File: config.mk
export PLATFORM = sky130hd
export DESIGN_NAME = actuator_operation_register_map
export DESIGN_NICKNAME = d
export VERILOG_FILES = /design/src/hw/actuator_op_pkg.sv /design/src/hw/flow_word_snapshot.sv /design/src/hw/actuator_operation_register_map.sv
export VERILOG_INCLUDE_DIRS = /design/src /design/src/hw
export SDC_FILE = /design/constraint.sdc
export NUM_CORES = 1
export LEC_CHECK = 0
export BUFFER_PORTS_ARGS = -buffer_cell sky130_fd_sc_hd__buf_2
export CORE_MARGIN = 2
export CORE_UTILIZATION = 47
export DETAILED_ROUTE_END_ITERATION = 6
export PLACE_DENSITY = 0.76
export SLEW_MARGIN = 15
export SYNTH_ARGS = -nofsm -noshare
export SYNTH_HDL_FRONTEND = slang
export SYNTH_SLANG_ARGS = --single-unit
File: constraint.sdc
create_clock -name CLK -period 5 [get_ports CLK]
set_input_delay 0.5 -clock CLK [delete_from_list [all_inputs] [get_ports CLK]]
set_output_delay 0.5 -clock CLK [all_outputs]
set_load 0.02 [all_outputs]
File: src/hw/actuator_op_regs.svh
// register offsets, reset values, ranges and codes of the operation map
// assumes word addressing, one 16-bit word per address
`ifndef ACTUATOR_OP_REGS_SVH
`define ACTUATOR_OP_REGS_SVH

`define ADDR_POSITION_SETPOINT 16'h0000
`define ADDR_OVERRIDE_SELECT 16'h0001
`define ADDR_SERVICE_COMMAND 16'h0002
`define ADDR_ACTUATOR_KIND 16'h0003
`define ADDR_RELATIVE_POSITION 16'h0004
`define ADDR_ABSOLUTE_POSITION 16'h0005
`define ADDR_RELATIVE_FLOW 16'h0006
`define ADDR_ABSOLUTE_FLOW_BASIC 16'h0007
`define ADDR_SENSOR_INPUT_VALUE 16'h0008
`define ADDR_UNUSED_SLOT 16'h0009
`define ADDR_FLOW_SELECTED_UNIT_LO 16'h000A
`define ADDR_FLOW_SELECTED_UNIT_HI 16'h000B
`define ADDR_ANALOG_SETPOINT_COPY 16'h000C

`define RST_POSITION_SETPOINT 16'h0000
`define RST_OVERRIDE_SELECT 3'h0
`define RST_SERVICE_COMMAND 3'h0

`define PERCENT_FULL 16'h2710
`define PERCENT_ZERO 16'h0000
`define WORD_UNSUPPORTED 16'hFFFF

`define FUNC_READ_HOLDING 8'h03
`define FUNC_READ_INPUT 8'h04
`define FUNC_WRITE_SINGLE 8'h06
`define EXC_ILLEGAL_FUNCTION 16'h0001

`define SENSOR_KIND_ACTIVE 16'h0001
`define SENSOR_KIND_SWITCH 16'h0004

`endif

File: src/hw/actuator_op_pkg.sv
// types shared by the operation register map, its fieldbus master model and its bench
// assumes actuator_op_regs.svh holds the numeric constants
package actuator_op_pkg;

  typedef struct packed {
    logic [7:0] func;
    logic [15:0] addr;
    logic [15:0] data;
  } bus_req_t;

  typedef struct packed {
    logic err;
    logic [15:0] data;
  } bus_ans_t;

  typedef struct packed {
    logic [15:0] actuator_kind;
    logic [15:0] relative_position;
    logic [15:0] absolute_position;
    logic [15:0] relative_flow;
    logic [15:0] absolute_flow_basic;
    logic [15:0] sensor_millivolt;
    logic sensor_switch;
    logic [31:0] flow_selected_unit;
    logic [15:0] analog_setpoint;
    logic analog_mode;
  } plant_state_t;

  typedef struct packed {
    logic adaption;
    logic test_run;
    logic sync;
    logic fault_clear;
  } service_pulse_t;

  typedef enum logic [2:0] {
    OVR_NONE = 3'h0,
    OVR_OPEN = 3'h1,
    OVR_CLOSE = 3'h2,
    OVR_MIN = 3'h3,
    OVR_MID = 3'h4,
    OVR_MAX = 3'h5
  } override_t;

  typedef enum logic [2:0] {
    SVC_NONE = 3'h0,
    SVC_ADAPTION = 3'h1,
    SVC_TEST = 3'h2,
    SVC_SYNC = 3'h3,
    SVC_CLEAR_FAULT = 3'h4
  } service_cmd_t;

endpackage

File: src/hw/flow_word_snapshot.sv
// holds the upper half of the 32-bit selected-unit flow taken at a low-word read
// assumes the caller pulses capture on a low-word read and release on a high-word read
`timescale 1ns/100ps
module flow_word_snapshot #(
  parameter int WIDTH = 32
) (
  input wire logic clk, // system clock
  input wire logic rst, // async reset, high
  input wire logic capture, // low half being read
  input wire logic release_snap, // high half has been read
  input wire logic [WIDTH-1:0] flow_in, // live flow value
  output logic [WIDTH/2-1:0] upper_half_word, // held upper half
  output logic held // upper half is from a low-word read
);

  always_ff @(posedge clk or posedge rst) begin
    if (rst) begin
      upper_half_word <= '0;
    end else if (capture) begin
      upper_half_word <= flow_in[WIDTH-1:WIDTH/2];
    end
  end

  // a fresh capture wins over a release in the same cycle
  always_ff @(posedge clk or posedge rst) begin
    if (rst) begin
      held <= 1'b0;
    end else if (capture) begin
      held <= 1'b1;
    end else if (release_snap) begin
      held <= 1'b0;
    end
  end

endmodule

File: src/hw/actuator_operation_register_map.sv
// operation register bank of a flow-control actuator, served by fieldbus requests
// assumes framing is done outside: one decoded request per REQ_VALID cycle
// Overview of operation
// - setpoint at 0, 0..10000 in 0.01 %, reset 0, bounded by min/max.
// - override at 1 replaces setpoint: none, open, close, min, mid, max.
// - command at 2: none, adaption, test, sync, clear fault information.
// - command register returns to zero after any command is accepted.
// - command 4 clears every malfunction and service information bit.
// - actuator kind at 3 is read-only; 0 means nothing connected.
// - absolute position at 5, scaling 1, degrees or millimetres.
// - relative flow at 6, read-only, 0..10000 in 0.01 %.
// - sensor at 8 in mV for active kind, 0/1 for switch kind.
// - sensor reading depends on sensor kind, range 0..65535.
// - address 10 holds low 16 bits of 32-bit selected-unit flow.
// - address 11 holds high 16 bits of the same flow value.
// - selected-unit flow counts 0.001 of the chosen unit.
// - address 12 copies analog setpoint 0..10000 when driven analog.
// - unsupported registers read as 65535.
// - all registers served by read holding and write single requests.
`timescale 1ns/100ps
`include "actuator_op_regs.svh"
module actuator_operation_register_map
  import actuator_op_pkg::*;
(
  input wire logic CLK, // system clock, 200 MHz
  input wire logic RST, // async reset, high
  input wire logic REQ_VALID, // one decoded request this cycle
  input wire bus_req_t REQ, // function, address, write data
  output logic ANS_VALID, // answer ready, one cycle
  output bus_ans_t ANS, // answer word or exception
  input wire plant_state_t PLANT, // live actuator readings
  input wire logic [15:0] LIMIT_MIN, // minimum limit, 0.01 %
  input wire logic [15:0] LIMIT_MAX, // maximum limit, 0.01 %
  input wire logic [15:0] SENSOR_KIND, // configured sensor kind
  output logic [15:0] POS_DEMAND, // effective position demand, 0.01 %
  output service_pulse_t SERVICE // service command pulses
);

  logic [15:0] sp_reg;
  override_t ovr_reg;
  service_cmd_t cmd_reg;
  service_pulse_t pulse_next;
  logic [15:0] demand_next;
  logic [15:0] rd_word;
  logic [16:0] mid_sum;
  logic wr_req;
  logic rd_req;
  logic snap_held;
  logic [15:0] snap_upper;

  function automatic logic func_is_read(input logic [7:0] f);
    func_is_read = (f == `FUNC_READ_HOLDING) || (f == `FUNC_READ_INPUT);
  endfunction

  function automatic logic [15:0] clamp(input logic [15:0] v, input logic [15:0] lo,
                                        input logic [15:0] hi);
    if (v < lo) begin
      clamp = lo;
    end else if (v > hi) begin
      clamp = hi;
    end else begin
      clamp = v;
    end
  endfunction

  assign rd_req = REQ_VALID && func_is_read(REQ.func);
  assign wr_req = REQ_VALID && (REQ.func == `FUNC_WRITE_SINGLE);

  always_ff @(posedge CLK or posedge RST) begin
    if (RST) begin
      sp_reg <= `RST_POSITION_SETPOINT;
    end else if (wr_req && REQ.addr == `ADDR_POSITION_SETPOINT
                 && REQ.data <= `PERCENT_FULL) begin
      sp_reg <= REQ.data;
    end
  end

  // unknown override codes are dropped so the demand stays defined
  always_ff @(posedge CLK or posedge RST) begin
    if (RST) begin
      ovr_reg <= override_t'(`RST_OVERRIDE_SELECT);
    end else if (wr_req && REQ.addr == `ADDR_OVERRIDE_SELECT
                 && REQ.data <= 16'(OVR_MAX)) begin
      ovr_reg <= override_t'(REQ.data[2:0]);
    end
  end

  // code held one cycle, then back to none; a new write wins over the return
  always_ff @(posedge CLK or posedge RST) begin
    if (RST) begin
      cmd_reg <= service_cmd_t'(`RST_SERVICE_COMMAND);
    end else if (wr_req && REQ.addr == `ADDR_SERVICE_COMMAND
                 && REQ.data <= 16'(SVC_CLEAR_FAULT)) begin
      cmd_reg <= service_cmd_t'(REQ.data[2:0]);
    end else begin
      cmd_reg <= SVC_NONE;
    end
  end

  always_comb begin
    pulse_next = '0;
    case (cmd_reg)
      SVC_ADAPTION: pulse_next.adaption = 1'b1;
      SVC_TEST: pulse_next.test_run = 1'b1;
      SVC_SYNC: pulse_next.sync = 1'b1;
      SVC_CLEAR_FAULT: pulse_next.fault_clear = 1'b1;
      default: pulse_next = '0;
    endcase
  end

  // one pulse per accepted command, issued one cycle after the code, once it has returned to none
  always_ff @(posedge CLK or posedge RST) begin
    if (RST) begin
      SERVICE <= '0;
    end else begin
      SERVICE <= pulse_next;
    end
  end

  assign mid_sum = {1'b0, LIMIT_MIN} + {1'b0, LIMIT_MAX};

  always_comb begin
    case (ovr_reg)
      OVR_NONE: demand_next = clamp(sp_reg, LIMIT_MIN, LIMIT_MAX);
      OVR_OPEN: demand_next = `PERCENT_FULL;
      OVR_CLOSE: demand_next = `PERCENT_ZERO;
      OVR_MIN: demand_next = LIMIT_MIN;
      OVR_MID: demand_next = mid_sum[16:1];
      OVR_MAX: demand_next = LIMIT_MAX;
      default: demand_next = clamp(sp_reg, LIMIT_MIN, LIMIT_MAX);
    endcase
  end

  always_ff @(posedge CLK or posedge RST) begin
    if (RST) begin
      POS_DEMAND <= `PERCENT_ZERO;
    end else begin
      POS_DEMAND <= demand_next;
    end
  end

  // low-word read freezes the upper half so a pair read stays coherent
  flow_word_snapshot #(
    .WIDTH(32)
  ) i_flow_word_snapshot (
    .clk(CLK),
    .rst(RST),
    .capture(rd_req && REQ.addr == `ADDR_FLOW_SELECTED_UNIT_LO),
    .release_snap(rd_req && REQ.addr == `ADDR_FLOW_SELECTED_UNIT_HI),
    .flow_in(PLANT.flow_selected_unit),
    .upper_half_word(snap_upper),
    .held(snap_held)
  );

  always_comb begin
    case (REQ.addr)
      `ADDR_POSITION_SETPOINT: rd_word = sp_reg;
      `ADDR_OVERRIDE_SELECT: rd_word = {13'h0000, ovr_reg};
      `ADDR_SERVICE_COMMAND: rd_word = {13'h0000, cmd_reg};
      `ADDR_ACTUATOR_KIND: rd_word = PLANT.actuator_kind;
      `ADDR_RELATIVE_POSITION: rd_word = PLANT.relative_position;
      `ADDR_ABSOLUTE_POSITION: rd_word = PLANT.absolute_position;
      `ADDR_RELATIVE_FLOW: rd_word = PLANT.relative_flow;
      `ADDR_ABSOLUTE_FLOW_BASIC: rd_word = PLANT.absolute_flow_basic;
      `ADDR_SENSOR_INPUT_VALUE: begin
        if (SENSOR_KIND == `SENSOR_KIND_ACTIVE) begin
          rd_word = PLANT.sensor_millivolt;
        end else if (SENSOR_KIND == `SENSOR_KIND_SWITCH) begin
          rd_word = {15'h0000, PLANT.sensor_switch};
        end else begin
          rd_word = `WORD_UNSUPPORTED;
        end
      end
      // counts are 0.001 of the selected unit; no rescaling here
      `ADDR_FLOW_SELECTED_UNIT_LO: rd_word = PLANT.flow_selected_unit[15:0];
      `ADDR_FLOW_SELECTED_UNIT_HI: begin
        rd_word = snap_held ? snap_upper : PLANT.flow_selected_unit[31:16];
      end
      `ADDR_ANALOG_SETPOINT_COPY: begin
        rd_word = PLANT.analog_mode ? PLANT.analog_setpoint : `WORD_UNSUPPORTED;
      end
      default: rd_word = `WORD_UNSUPPORTED;
    endcase
  end

  always_ff @(posedge CLK or posedge RST) begin
    if (RST) begin
      ANS_VALID <= 1'b0;
    end else begin
      ANS_VALID <= REQ_VALID;
    end
  end

  // writes echo the written word, as the fieldbus answer expects
  always_ff @(posedge CLK or posedge RST) begin
    if (RST) begin
      ANS <= '0;
    end else if (rd_req) begin
      ANS <= '{err: 1'b0, data: rd_word};
    end else if (wr_req) begin
      ANS <= '{err: 1'b0, data: REQ.data};
    end else if (REQ_VALID) begin
      ANS <= '{err: 1'b1, data: `EXC_ILLEGAL_FUNCTION};
    end
  end
endmodule

Yosys cells after proc, flatten, opt, wreduce, memory -nomap -nowiden
Cells that the tools add are included.
{ "totals": {"in_bits": 237, "word_cells": 76, "ff_bits": 77} }
{ "classes": {"addsub": 1, "reduce_logical": 14, "n_lt_le_gt_ge": 5, "muxes": 18, "n_eq_ne": 25} }
{ "ops": {"columns": ["cell", "n"], "rows": [
  ["one-hot mux 16 bit (12 select lines)", 1],
  ["2-to-1 mux 16 bit", 6],
  ["equality test 16 x 3 -> 1 bit (second input constant)", 5],
  ["one-hot mux 16 bit (5 select lines)", 1],
  ["equality test 16 x 4 -> 1 bit (second input constant)", 4],
  ["2-to-1 mux 17 bit", 3],
  ["equality test 16 x 1 -> 1 bit (second input constant)", 2],
  ["equality test 16 x 2 -> 1 bit (second input constant)", 2],
  ["<= comparator 16 x 3 -> 1 bit (second input constant)", 2],
  ["adder 16 x 16 -> 17 bit", 1],
  ["equality test 8 x 3 -> 1 bit (second input constant)", 2],
  ["> comparator 16 bit", 1],
  ["<= comparator 16 x 14 -> 1 bit (second input constant)", 1],
  ["logical NOT 16 bit", 1],
  ["< comparator 16 bit", 1],
  ["equality test 3 x 2 -> 1 bit (second input constant)", 4],
  ["logical AND 1 bit", 10],
  ["equality test 3 bit (second input constant)", 3],
  ["equality test 8 x 2 -> 1 bit (second input constant)", 1],
  ["equality test 3 x 1 -> 1 bit (second input constant)", 2],
  ["2-to-1 mux 1 bit", 6],
  ["2-to-1 mux 3 bit", 1],
  ["nonzero test 3 bit", 1],
  ["nonzero test 2 bit", 1],
  ["logical OR 1 bit", 1]
]} }

Logic depth before layout (Yosys ltp)
Gate-level depths: netlist of run 1.
{ "depth": {"ltp_word": 6, "mapped_depth": 11, "ltp_nobuf": 9} }

Modules after synthesis
Synthesis of run 1 repeated with hierarchy kept, for this count alone.
{ "unflattened": {"hier_cells": 814, "hier_area_um2": 7071.8} }
{ "by_module_without_submodules": {"columns": ["module", "seq_area_each_um2", "cells_per_inst", "instances", "area_each_um2"], "rows": [
  ["actuator_operation_register_map", 1501.4, 776, 1, 6384.9],
  ["flow_word_snapshot", 425.4, 38, 1, 686.9]
]} }

Worst setup path before layout of run 1
OpenSTA, ideal clock, no wires.
{ "synth_path": {"kind": "input to register", "startpoint": "input LIMIT_MAX[1]", "endpoint": "register POS_DEMAND[13]", "setup_time_ps": 124, "n_path_buf": 1, "t_required_ps": 4876, "arrival_ps": 2657, "path_stages": 10, "slack_ps": 2219, "path_cell_list": "inv_1 > ha_1 > nor2b_1 > o211ai_1 > a2111o_1 > o211ai_1 > and2_1 > clkbuf_1 > mux2_2 > a211o_1"} }
{ "synth_via": {"elab_chain_cells": 4, "word_cells_on_any_way": 5, "cone_classes": "1 x add/sub; 1 x order compare; 3 x mux"} }
{ "synth_rtl": {"columns": ["element", "line_no", "rtl"], "rows": [
  ["start: declaration", "actuator_operation_register_map.sv:33", "input wire logic [15:0] LIMIT_MAX,"],
  ["> comparator 16 bit", "actuator_operation_register_map.sv:59", "end else if (v > hi) begin"],
  ["2-to-1 mux 16 bit", "actuator_operation_register_map.sv:59", null],
  ["2-to-1 mux 16 bit", "actuator_operation_register_map.sv:57", "if (v < lo) begin"],
  ["one-hot mux 16 bit (5 select lines) *", "actuator_operation_register_map.sv:123", "case (ovr_reg)"],
  ["via demand_next[13]", "actuator_operation_register_map.sv:43", "logic [15:0] demand_next;"],
  ["end signal: assignment", "actuator_operation_register_map.sv:136", "POS_DEMAND <= `PERCENT_ZERO;"],
  ["end signal: assignment", "actuator_operation_register_map.sv:138", "POS_DEMAND <= demand_next;"],
  ["end: declaration", "actuator_operation_register_map.sv:35", "output logic [15:0] POS_DEMAND,"]
]} }
Mark *: on every way through the listed nets, which the timed path passes. The rest lies on a longest branch.
A chain may end at the register's enable or synchronous reset.

Final worst setup path of run 1
{ "layout_path": {"startpoint": "input REQ[37] (netlist bit)", "endpoint": "register ANS[15] (netlist bit)"} }
{ "layout_via": {"elab_chain_cells": 4, "word_cells_on_any_way": 9, "cone_classes": "3 x eq/ne; 2 x mux; 4 x reduce/logical"} }
{ "layout_rtl": {"columns": ["element", "line_no", "rtl"], "rows": [
  ["start: declaration", "actuator_operation_register_map.sv:28", "input wire bus_req_t REQ,"],
  ["equality test 8 x 3 -> 1 bit (no source line) or equality test 8 x 2 -> 1 bit (tied branches)", null, null],
  ["logical AND 1 bit or logical OR 1 bit (tied branches)", "actuator_operation_register_map.sv:67, actuator_operation_register_map.sv:52", null],
  ["2-to-1 mux 17 bit or logical AND 1 bit (tied branches)", "actuator_operation_register_map.sv:200, actuator_operation_register_map.sv:66", null],
  ["2-to-1 mux 17 bit or nonzero test 3 bit (tied branches)", null, null],
  ["end signal: assignment", "actuator_operation_register_map.sv:199", "ANS <= '{err: 1'b0, data: rd_word};"],
  ["end signal: assignment", "actuator_operation_register_map.sv:201", "ANS <= '{err: 1'b0, data: REQ.data};"],
  ["end signal: assignment", "actuator_operation_register_map.sv:203", "ANS <= '{err: 1'b1, data: `EXC_ILLEGAL_FUNCTION};"],
  ["end: declaration", "actuator_operation_register_map.sv:30", "output bus_ans_t ANS,"]
]} }
Several ways; a longest one is shown, not always the timed one.

==> results.sh, run 1 <==
export IMPL_drt_wirelength_per_cell_um=21.8
export IMPL_power_per_cell_area_nw_per_um2=186
export IMPL_grt_max_degree=66
export IMPL_cts_tree="done"
export IMPL_cp_arrival_ns=3.46
export IMPL_area_growth_pct=25.9
export IMPL_ant_nets=0
export IMPL_fp_row_count=43
export IMPL_holdBufCountCts=0
export IMPL_worst_slew_pin_slew_ns=1.17
export IMPL_final_cell_mix="274 x buf_2, 77 x dfrtp_1, 61 x o21ai_0, 50 x nand2_1, 46 x ha_1"
export IMPL_slew_violations=0
export IMPL_synth_edf_count=0
export IMPL_setup_slack_ns=1.74
export IMPL_clkLatencyLatePin_ns=0.35
export IMPL_use_met2_pct=56.4
export IMPL_grt_setup_unrepaired="no"
export IMPL_cp_max_fo=19
export IMPL_syn_area_um2=6730
export IMPL_initial_core_util_pct=48.3
export IMPL_yosysWarnings=0
export IMPL_irDropWorstVdd_mv=0.184
export IMPL_nets=1302
export IMPL_htree_num_levels=3
export IMPL_fin_crit_ns=3.26
export IMPL_finClkSkew_ns=0.0123
export IMPL_die_w_um=124
export IMPL_async_flop_share_pct=100
export IMPL_cts_root_buffer="clkbuf_16"
export IMPL_diodes=0
export IMPL_dr_pass1_iters=6
export IMPL_cts_setup_buffers=0
export IMPL_grt_use_met3_pct=8.65
export IMPL_wirelength_um=26200
export IMPL_post_route_period_util_pct=65.1
export IMPL_drcViolationCount=0
export IMPL_top_usage_layer="met2"
export IMPL_num_io_pins=275
export IMPL_hold_viol=0
export IMPL_timing_setup_tns_ns=0
export IMPL_final_common_cell="buf_2"
export IMPL_grt_pass1_wl_um=38800
export IMPL_cp_required_ns=5.21
export IMPL_gr_total_overflow=0
export IMPL_antenna_found_initial=1
export IMPL_cts_buffers=9
export IMPL_maxCapViolations=0
export IMPL_core_area_um2=13900
export IMPL_r2r_start="sp_reg[15]$_DFFE_PP0P_"
export IMPL_outcome="finished clean"
export IMPL_synth_seq_cells=77
export IMPL_finalSetupViolCount=0
export IMPL_fin_util_pct=60.8
export IMPL_clock_path_buffers=2
export IMPL_cp_cell_sequence="buf_2 > or4_1 > nor3_1 > and2_1 > nor3b_2 > nand3_1 > a211oi_1 > a31oi_1"
export IMPL_largest_register_ffs=17
export IMPL_met1_usage_pct=41.5
export IMPL_ys_types=71
export IMPL_relSlewSlack_pct=21.8
export IMPL_r2r_cells=7
export IMPL_post_dp_hpwl_um=21000
export IMPL_critPathMaxStageDelay_ns=0.90
export IMPL_synth_main_ff_cell="dfrtp_1"
export IMPL_holdWs_ns=0.0542
export IMPL_synth_nets=1053
export IMPL_cts_sinks=77
export IMPL_largest_register="ANS"
export IMPL_first_iter_violations=988
export IMPL_cts_resized=0
export IMPL_vias_per_cell=6.33
export IMPL_clkTransAtPathRegs_ns=0.07
export IMPL_stdcell_count=1203
export IMPL_num_vias=7610
export IMPL_fmax_mhz=307
export IMPL_dieArea_um2=15300
export IMPL_yosysSeqAreaShare_pct=28.6
export IMPL_r2r_end="POS_DEMAND[7]$_DFF_PP0_"
export IMPL_cpMaxStageDelayCell="nor3b_2"
export IMPL_dp_slack_ns=1.51
export IMPL_start_kind="input pin"
export IMPL_hold_class="input pin to async pin"
export IMPL_port_buffers=274
export IMPL_drive_gt1_share_pct=35.3
export IMPL_path_class="input pin to flip-flop"
export IMPL_p_leak_uw=0.00409
export IMPL_grt_pass1_vias=7225
export IMPL_die_h_um=124
export IMPL_grt_use_total_pct=33.6
export IMPL_dp_cells=1187
export IMPL_rrSetupSlack_ns=1.88
export IMPL_avgSynthCellArea_um2=8.75
export IMPL_synthCells=769
export IMPL_gp_congestion=1.03
export IMPL_endpoint_kind="flip-flop"
[worst max-delay path by stage]
| stage | from | end | slack (ns) | depth (start not counted) |
|---|---|---|---|---|
| floorplan | LIMIT_MAX[1] | POS_DEMAND[13]$_DFF_PP0_ | 2.22 | 10 |
| global placement | REQ[37] | ANS[0]$_DFFE_PP0P_ | 1.63 | 8 |
| detailed placement | REQ[37] | ANS[14]$_DFFE_PP0P_ | 1.51 | 8 |
| CTS | REQ[37] | ANS[15]$_DFFE_PP0P_ | 1.82 | 8 |
| global route | REQ[37] | ANS[3]$_DFFE_PP0P_ | 1.51 | 8 |
| finish | REQ[37] | ANS[15]$_DFFE_PP0P_ | 1.74 | 8 |
[cell usage after synthesis (3+ instances only)]
library cell | count | area (µm²)
nand3b_1 | 3 | 22.5
a211o_1 | 4 | 35.0
a211oi_1 | 22 | 165
nor4_1 | 9 | 56.3
buf_2 | 8 | 40.0
nand2_1 | 50 | 188
nor2_1 | 35 | 131
nand4_1 | 10 | 62.6
nand2b_1 | 10 | 62.6
a311oi_1 | 3 | 26.3
o211ai_1 | 8 | 60.1
or3b_2 | 3 | 26.3
nor3b_1 | 3 | 22.5
mux2_2 | 40 | 450
xnor2_1 | 7 | 61.3
nor3_1 | 18 | 90.1
mux2i_1 | 8 | 80.1
ha_1 | 46 | 576
nand3_1 | 31 | 155
and2_1 | 10 | 62.6
a21oi_1 | 44 | 220
a222oi_1 | 13 | 130
o22ai_1 | 3 | 18.8
xor2_1 | 4 | 35.0
a31oi_1 | 22 | 138
dfrtp_1 | 77 | 1930
a32o_1 | 5 | 50.1
a21o_1 | 6 | 45.0
a22oi_1 | 9 | 67.6
and4b_1 | 3 | 30.0
o21a_1 | 5 | 37.5
o21ai_0 | 61 | 305
a221oi_1 | 22 | 193
nor2b_1 | 12 | 75.1
mux2_4 | 8 | 120
a22o_1 | 13 | 114
inv_1 | 40 | 150
and3_1 | 5 | 31.3
a221o_1 | 16 | 160
clkbuf_1 | 34 | 128
[cells by family after synthesis]
logic type | count (synthesis) | synth area share [%]
AND/OR/NAND/NOR | 217 | 17.5
XOR/XNOR | 11 | 1.43
AO/OA/AOI/OAI | 274 | 28.6
adder cells (fa/ha/maj) | 47 | 8.85
buffers and inverters | 87 | 5.28
flip-flops | 77 | 28.6
multiplexers | 56 | 9.67
[stage by stage]
stage,power (µW),instance area (µm²)
floorplan,803,6730
global placement,970,8210
detailed placement,971,8210
CTS,1570,8470
global route,1630,8470
finish,1580,8470
[power breakdown]
group / internal (µW) / switching [µW] / total [µW]
Clock: 333 / 276 / 610
Sequential: 631 / 3.05 / 634
Combinational: 143 / 190 / 333
Total: 1110 / 469 / 1580
[worst max-delay path: cells and delay by family]
kind / cells / cell delay [ns]
compound gates: 2 / 0.37
buf+inv: 1 / 0.09
simple gates: 5 / 2.49
[cell type report]
| type | instances | area (µm²) |
|---|---|---|
| multi-input cells | 605 | 4450 |
| flip-flops and latches | 77 | 1930 |
| clock inverters | 5 | 27.5 |
| inverters | 40 | 151 |
| fillers | 1267 | 5460 |
| repair buffers | 285 | 1450 |
| clock buffers | 11 | 233 |
| well taps | 180 | 225 |
[per-layer routing]
layer / vias to the layer above / part of all wire [%]
li1: 3491 / -
met1: 3540 / 39
met2: 493 / 48
met3: 86 / 9.5
met4: 0 / 3.6
met5: - / 0
Power figures use the tool's default switching activity.
==> run 2: changes to the inputs <==
Settings changed: ABC_AREA set to 1, PLACE_DENSITY 0.76 to 0.77.
Clock period 5 ns to 2.9 ns, I/O delays scaled along.
==> run 2 against run 1 <==
- worst setup slack got worse by 0.93 ns
- final cell count increased by 42%
- highest routed layer unchanged
- critical path depth rose by 2
- design area is 12% higher
==> results.sh, run 2 <==
export IMPL_outcome="finished clean"
export IMPL_synth_main_ff_cell="dfrtp_1"
export IMPL_fillers=1558
export IMPL_synth_seq_cells=77
export IMPL_drive_gt1_share_pct=23.2
export IMPL_slew_violations=0
export IMPL_wirelength_um=30300
export IMPL_fmax_mhz=480
export IMPL_hold_class="input pin to async pin"
export IMPL_clkLatencyLatePin_ns=0.35
export IMPL_fin_area_um2=9460
export IMPL_p_sw_uw=894
export IMPL_cts_sinks=77
export IMPL_nets=1768
export IMPL_synth_nets=1512
export IMPL_dr_pass1_iters=6
export IMPL_relSlewSlack_pct=42.0
export IMPL_p_leak_uw=0.00512
export IMPL_grt_setup_unrepaired="no"
export IMPL_dieArea_um2=17200
export IMPL_largest_register_ffs=17
export IMPL_cp_arrival_ns=2.30
export IMPL_synthTopCellsByCount="339 x nand2_1, 225 x nand3_1, 134 x nor2_1"
export IMPL_clock_path_buffers=2
export IMPL_gp_congestion=1.05
export IMPL_p_total_uw=2980
export IMPL_num_io_pins=275
export IMPL_cts_root_buffer="clkbuf_16"
export IMPL_largest_register="ANS"
export IMPL_post_route_period_util_pct=71.8
export IMPL_fin_crit_ns=2.08
export IMPL_final_cell_mix="339 x nand2_1, 274 x buf_2, 225 x nand3_1, 134 x nor2_1, 123 x inv_1"
export IMPL_holdWs_ns=0.0898
export IMPL_final_common_cell="nand2_1"
export IMPL_ys_types=46
export IMPL_core_area_um2=15800
export IMPL_area_growth_pct=24.6
export IMPL_finClkSkew_ns=0.00722
export IMPL_hold_viol=0
export IMPL_switching_share_pct=30.0
export IMPL_r2r_end="POS_DEMAND[2]$_DFF_PP0_"
export IMPL_vias_per_cell=5.65
export IMPL_endpoint_kind="flip-flop"
export IMPL_finalSetupViolCount=0
export IMPL_pwr_share_seq_pct=37.3
export IMPL_synthAdderAreaFrac_pct=7.84
export IMPL_port_buffers=274
export IMPL_worst_slew_pin_slew_ns=0.869
export IMPL_setup_slack_ns=0.818
export IMPL_synth_edf_count=0
export IMPL_gr_total_overflow=0
export IMPL_drcViolationCount=0
export IMPL_rrSetupSlack_ns=0.82
export IMPL_muxShareOfSynthArea_pct=0
export IMPL_timing_setup_tns_ns=0
export IMPL_regArea_um2=1930
export IMPL_htree_num_levels=3
export IMPL_synth_xor_area_share_pct=0
export IMPL_p_int_uw=2090
export IMPL_num_vias=9667
export IMPL_r2r_cells=10
export IMPL_cp_required_ns=3.12
export IMPL_place_area_um2=9140
export IMPL_grt_max_degree=90
export IMPL_synthTopCellsByArea="dfrtp_1 25%, nand2_1 17%, nand3_1 15%"
export IMPL_ant_nets=0
export IMPL_grt_use_total_pct=34.2
export IMPL_cts_buffers=9
export IMPL_irDropWorstVdd_mv=0.306
export IMPL_synth_area_leader_cell="dfrtp_1"
export IMPL_holdBufCountCts=0
export IMPL_start_kind="flip-flop"
export IMPL_initial_core_util_pct=48.0
export IMPL_yosys_area_share_simple_pct=45.3
export IMPL_path_class="flip-flop to flip-flop"
export IMPL_power_share_combinational_pct=22.1
export IMPL_r2r_start="sp_reg[6]$_DFFE_PP0P_"
export IMPL_power_per_cell_area_nw_per_um2=315
export IMPL_crit_start="sp_reg[6]$_DFFE_PP0P_"
export IMPL_grt_pass1_wl_um=46500
export IMPL_cts_tree="done"
export IMPL_synth_most_common_cell="nand2_1"
export IMPL_cp_max_fo=13
export IMPL_synth_compound_area_share_pct=11.6
export IMPL_drt_wirelength_per_cell_um=17.7
export IMPL_syn_area_um2=7600
export IMPL_async_flop_share_pct=100
export IMPL_yosysWarnings=0
export IMPL_maxCapViolations=0
export IMPL_antenna_found_initial=4
export IMPL_first_iter_violations=1158
export IMPL_cts_setup_buffers=0
export IMPL_die_w_um=131
export IMPL_avgSynthCellArea_um2=6.19
export IMPL_post_dp_hpwl_um=24400
export IMPL_multi_input_comb_area_um2=4920
export IMPL_dp_slack_ns=0.585
export IMPL_yosysSeqAreaShare_pct=25.4
export IMPL_cts_resized=0
export IMPL_netlist_area_leader_share_pct=25.4
export IMPL_synth_top_family_by_area="simple AND/OR/NAND/NOR gates"
export IMPL_clkTransAtPathRegs_ns=0.06
export IMPL_synthCells=1228
export IMPL_grt_pass1_vias=8719
export IMPL_fp_row_count=46
export IMPL_clkPwrFrac_pct=40.5
export IMPL_die_h_um=131
run 2: cell count changes after synthesis, moves of 22 or more:
cell	delta
a211oi_1	-22
nor2_1	+99
mux2_2	-40
buf_2	+23
o21ai_1	+34
nand3_1	+194
nand2_1	+289
inv_1	+84
clkbuf_1	-23
o21ai_0	-24
run 2: worst max-delay path by stage:
| stage | endpoint | slack [ns] | cells past startpoint |
|---|---|---|---|
| 2_1_floorplan | ANS[0]$_DFFE_PP0P_ | 0.64 | 1 |
| 3_3_place_gp | ANS[0]$_DFFE_PP0P_ | 0.62 | 10 |
| 3_5_place_dp | ANS[0]$_DFFE_PP0P_ | 0.58 | 10 |
| 4_1_cts | POS_DEMAND[2]$_DFF_PP0_ | 0.85 | 10 |
| 5_1_grt | POS_DEMAND[2]$_DFF_PP0_ | 0.62 | 13 |
| 6_report | POS_DEMAND[2]$_DFF_PP0_ | 0.82 | 10 |
run 2: critical path: stages (launching register included):
cell     delay (ns)
dfrtp_1        0.45
ha_1           0.30
inv_1          0.05
o31a_1         0.29
nand2_1        0.14
nand2_1        0.09
nand2_1        0.15
buf_4          0.25
nand3_1        0.09
nand2_1        0.07
nand2_1        0.08
run 2: cell families (layout without fill, tap and decap cells):
logic type	count (synthesis)	after routing
AOI/OAI and AO/OA	151	151
adders and majority gates	47	47
buffers and inverters	179	440
DFF	77	77
other	0	5
and+or+nand+nor	774	774
run 2: power by group through the flow:
stage / Combinational (µW) / Sequential (µW) / Clock (µW)
global placement: 640 / 1130 / 0
detailed placement: 647 / 1130 / 0
finish: 660 / 1110 / 1210
floorplan: 299 / 1160 / 0
CTS: 651 / 1110 / 1210
global route: 731 / 1110 / 1260
run 2: final cells by class:
type	instances	area share (%)
Sequential cell	77	20.4
Timing Repair Buffer	294	16.2
Inverter	130	5.18
Tap cell	216	2.86
Clock inverter	4	0.476
Multi-Input combinational cell	972	52.0
Clock buffer	12	2.82
Antenna cell	5	0.132
run 2: per-stage QoR:
step                      utilization (%)  std cells
after floorplan                         -       1228
after global placement               57.7       1689
after detailed placement             57.7       1689
after CTS                            59.7       1705
after global routing                 59.8       1708
final                                59.8       1710
run 2: routing by layer:
layer	global-route usage (%)	share of wire, %	vias up	routed length (µm)
li1	-	-	4606	-
met1	46.8	42	4454	12600
met2	54.4	45	541	13600
met3	6.25	11	66	3220
met4	11.5	2.8	0	840
met5	0	0	-	0
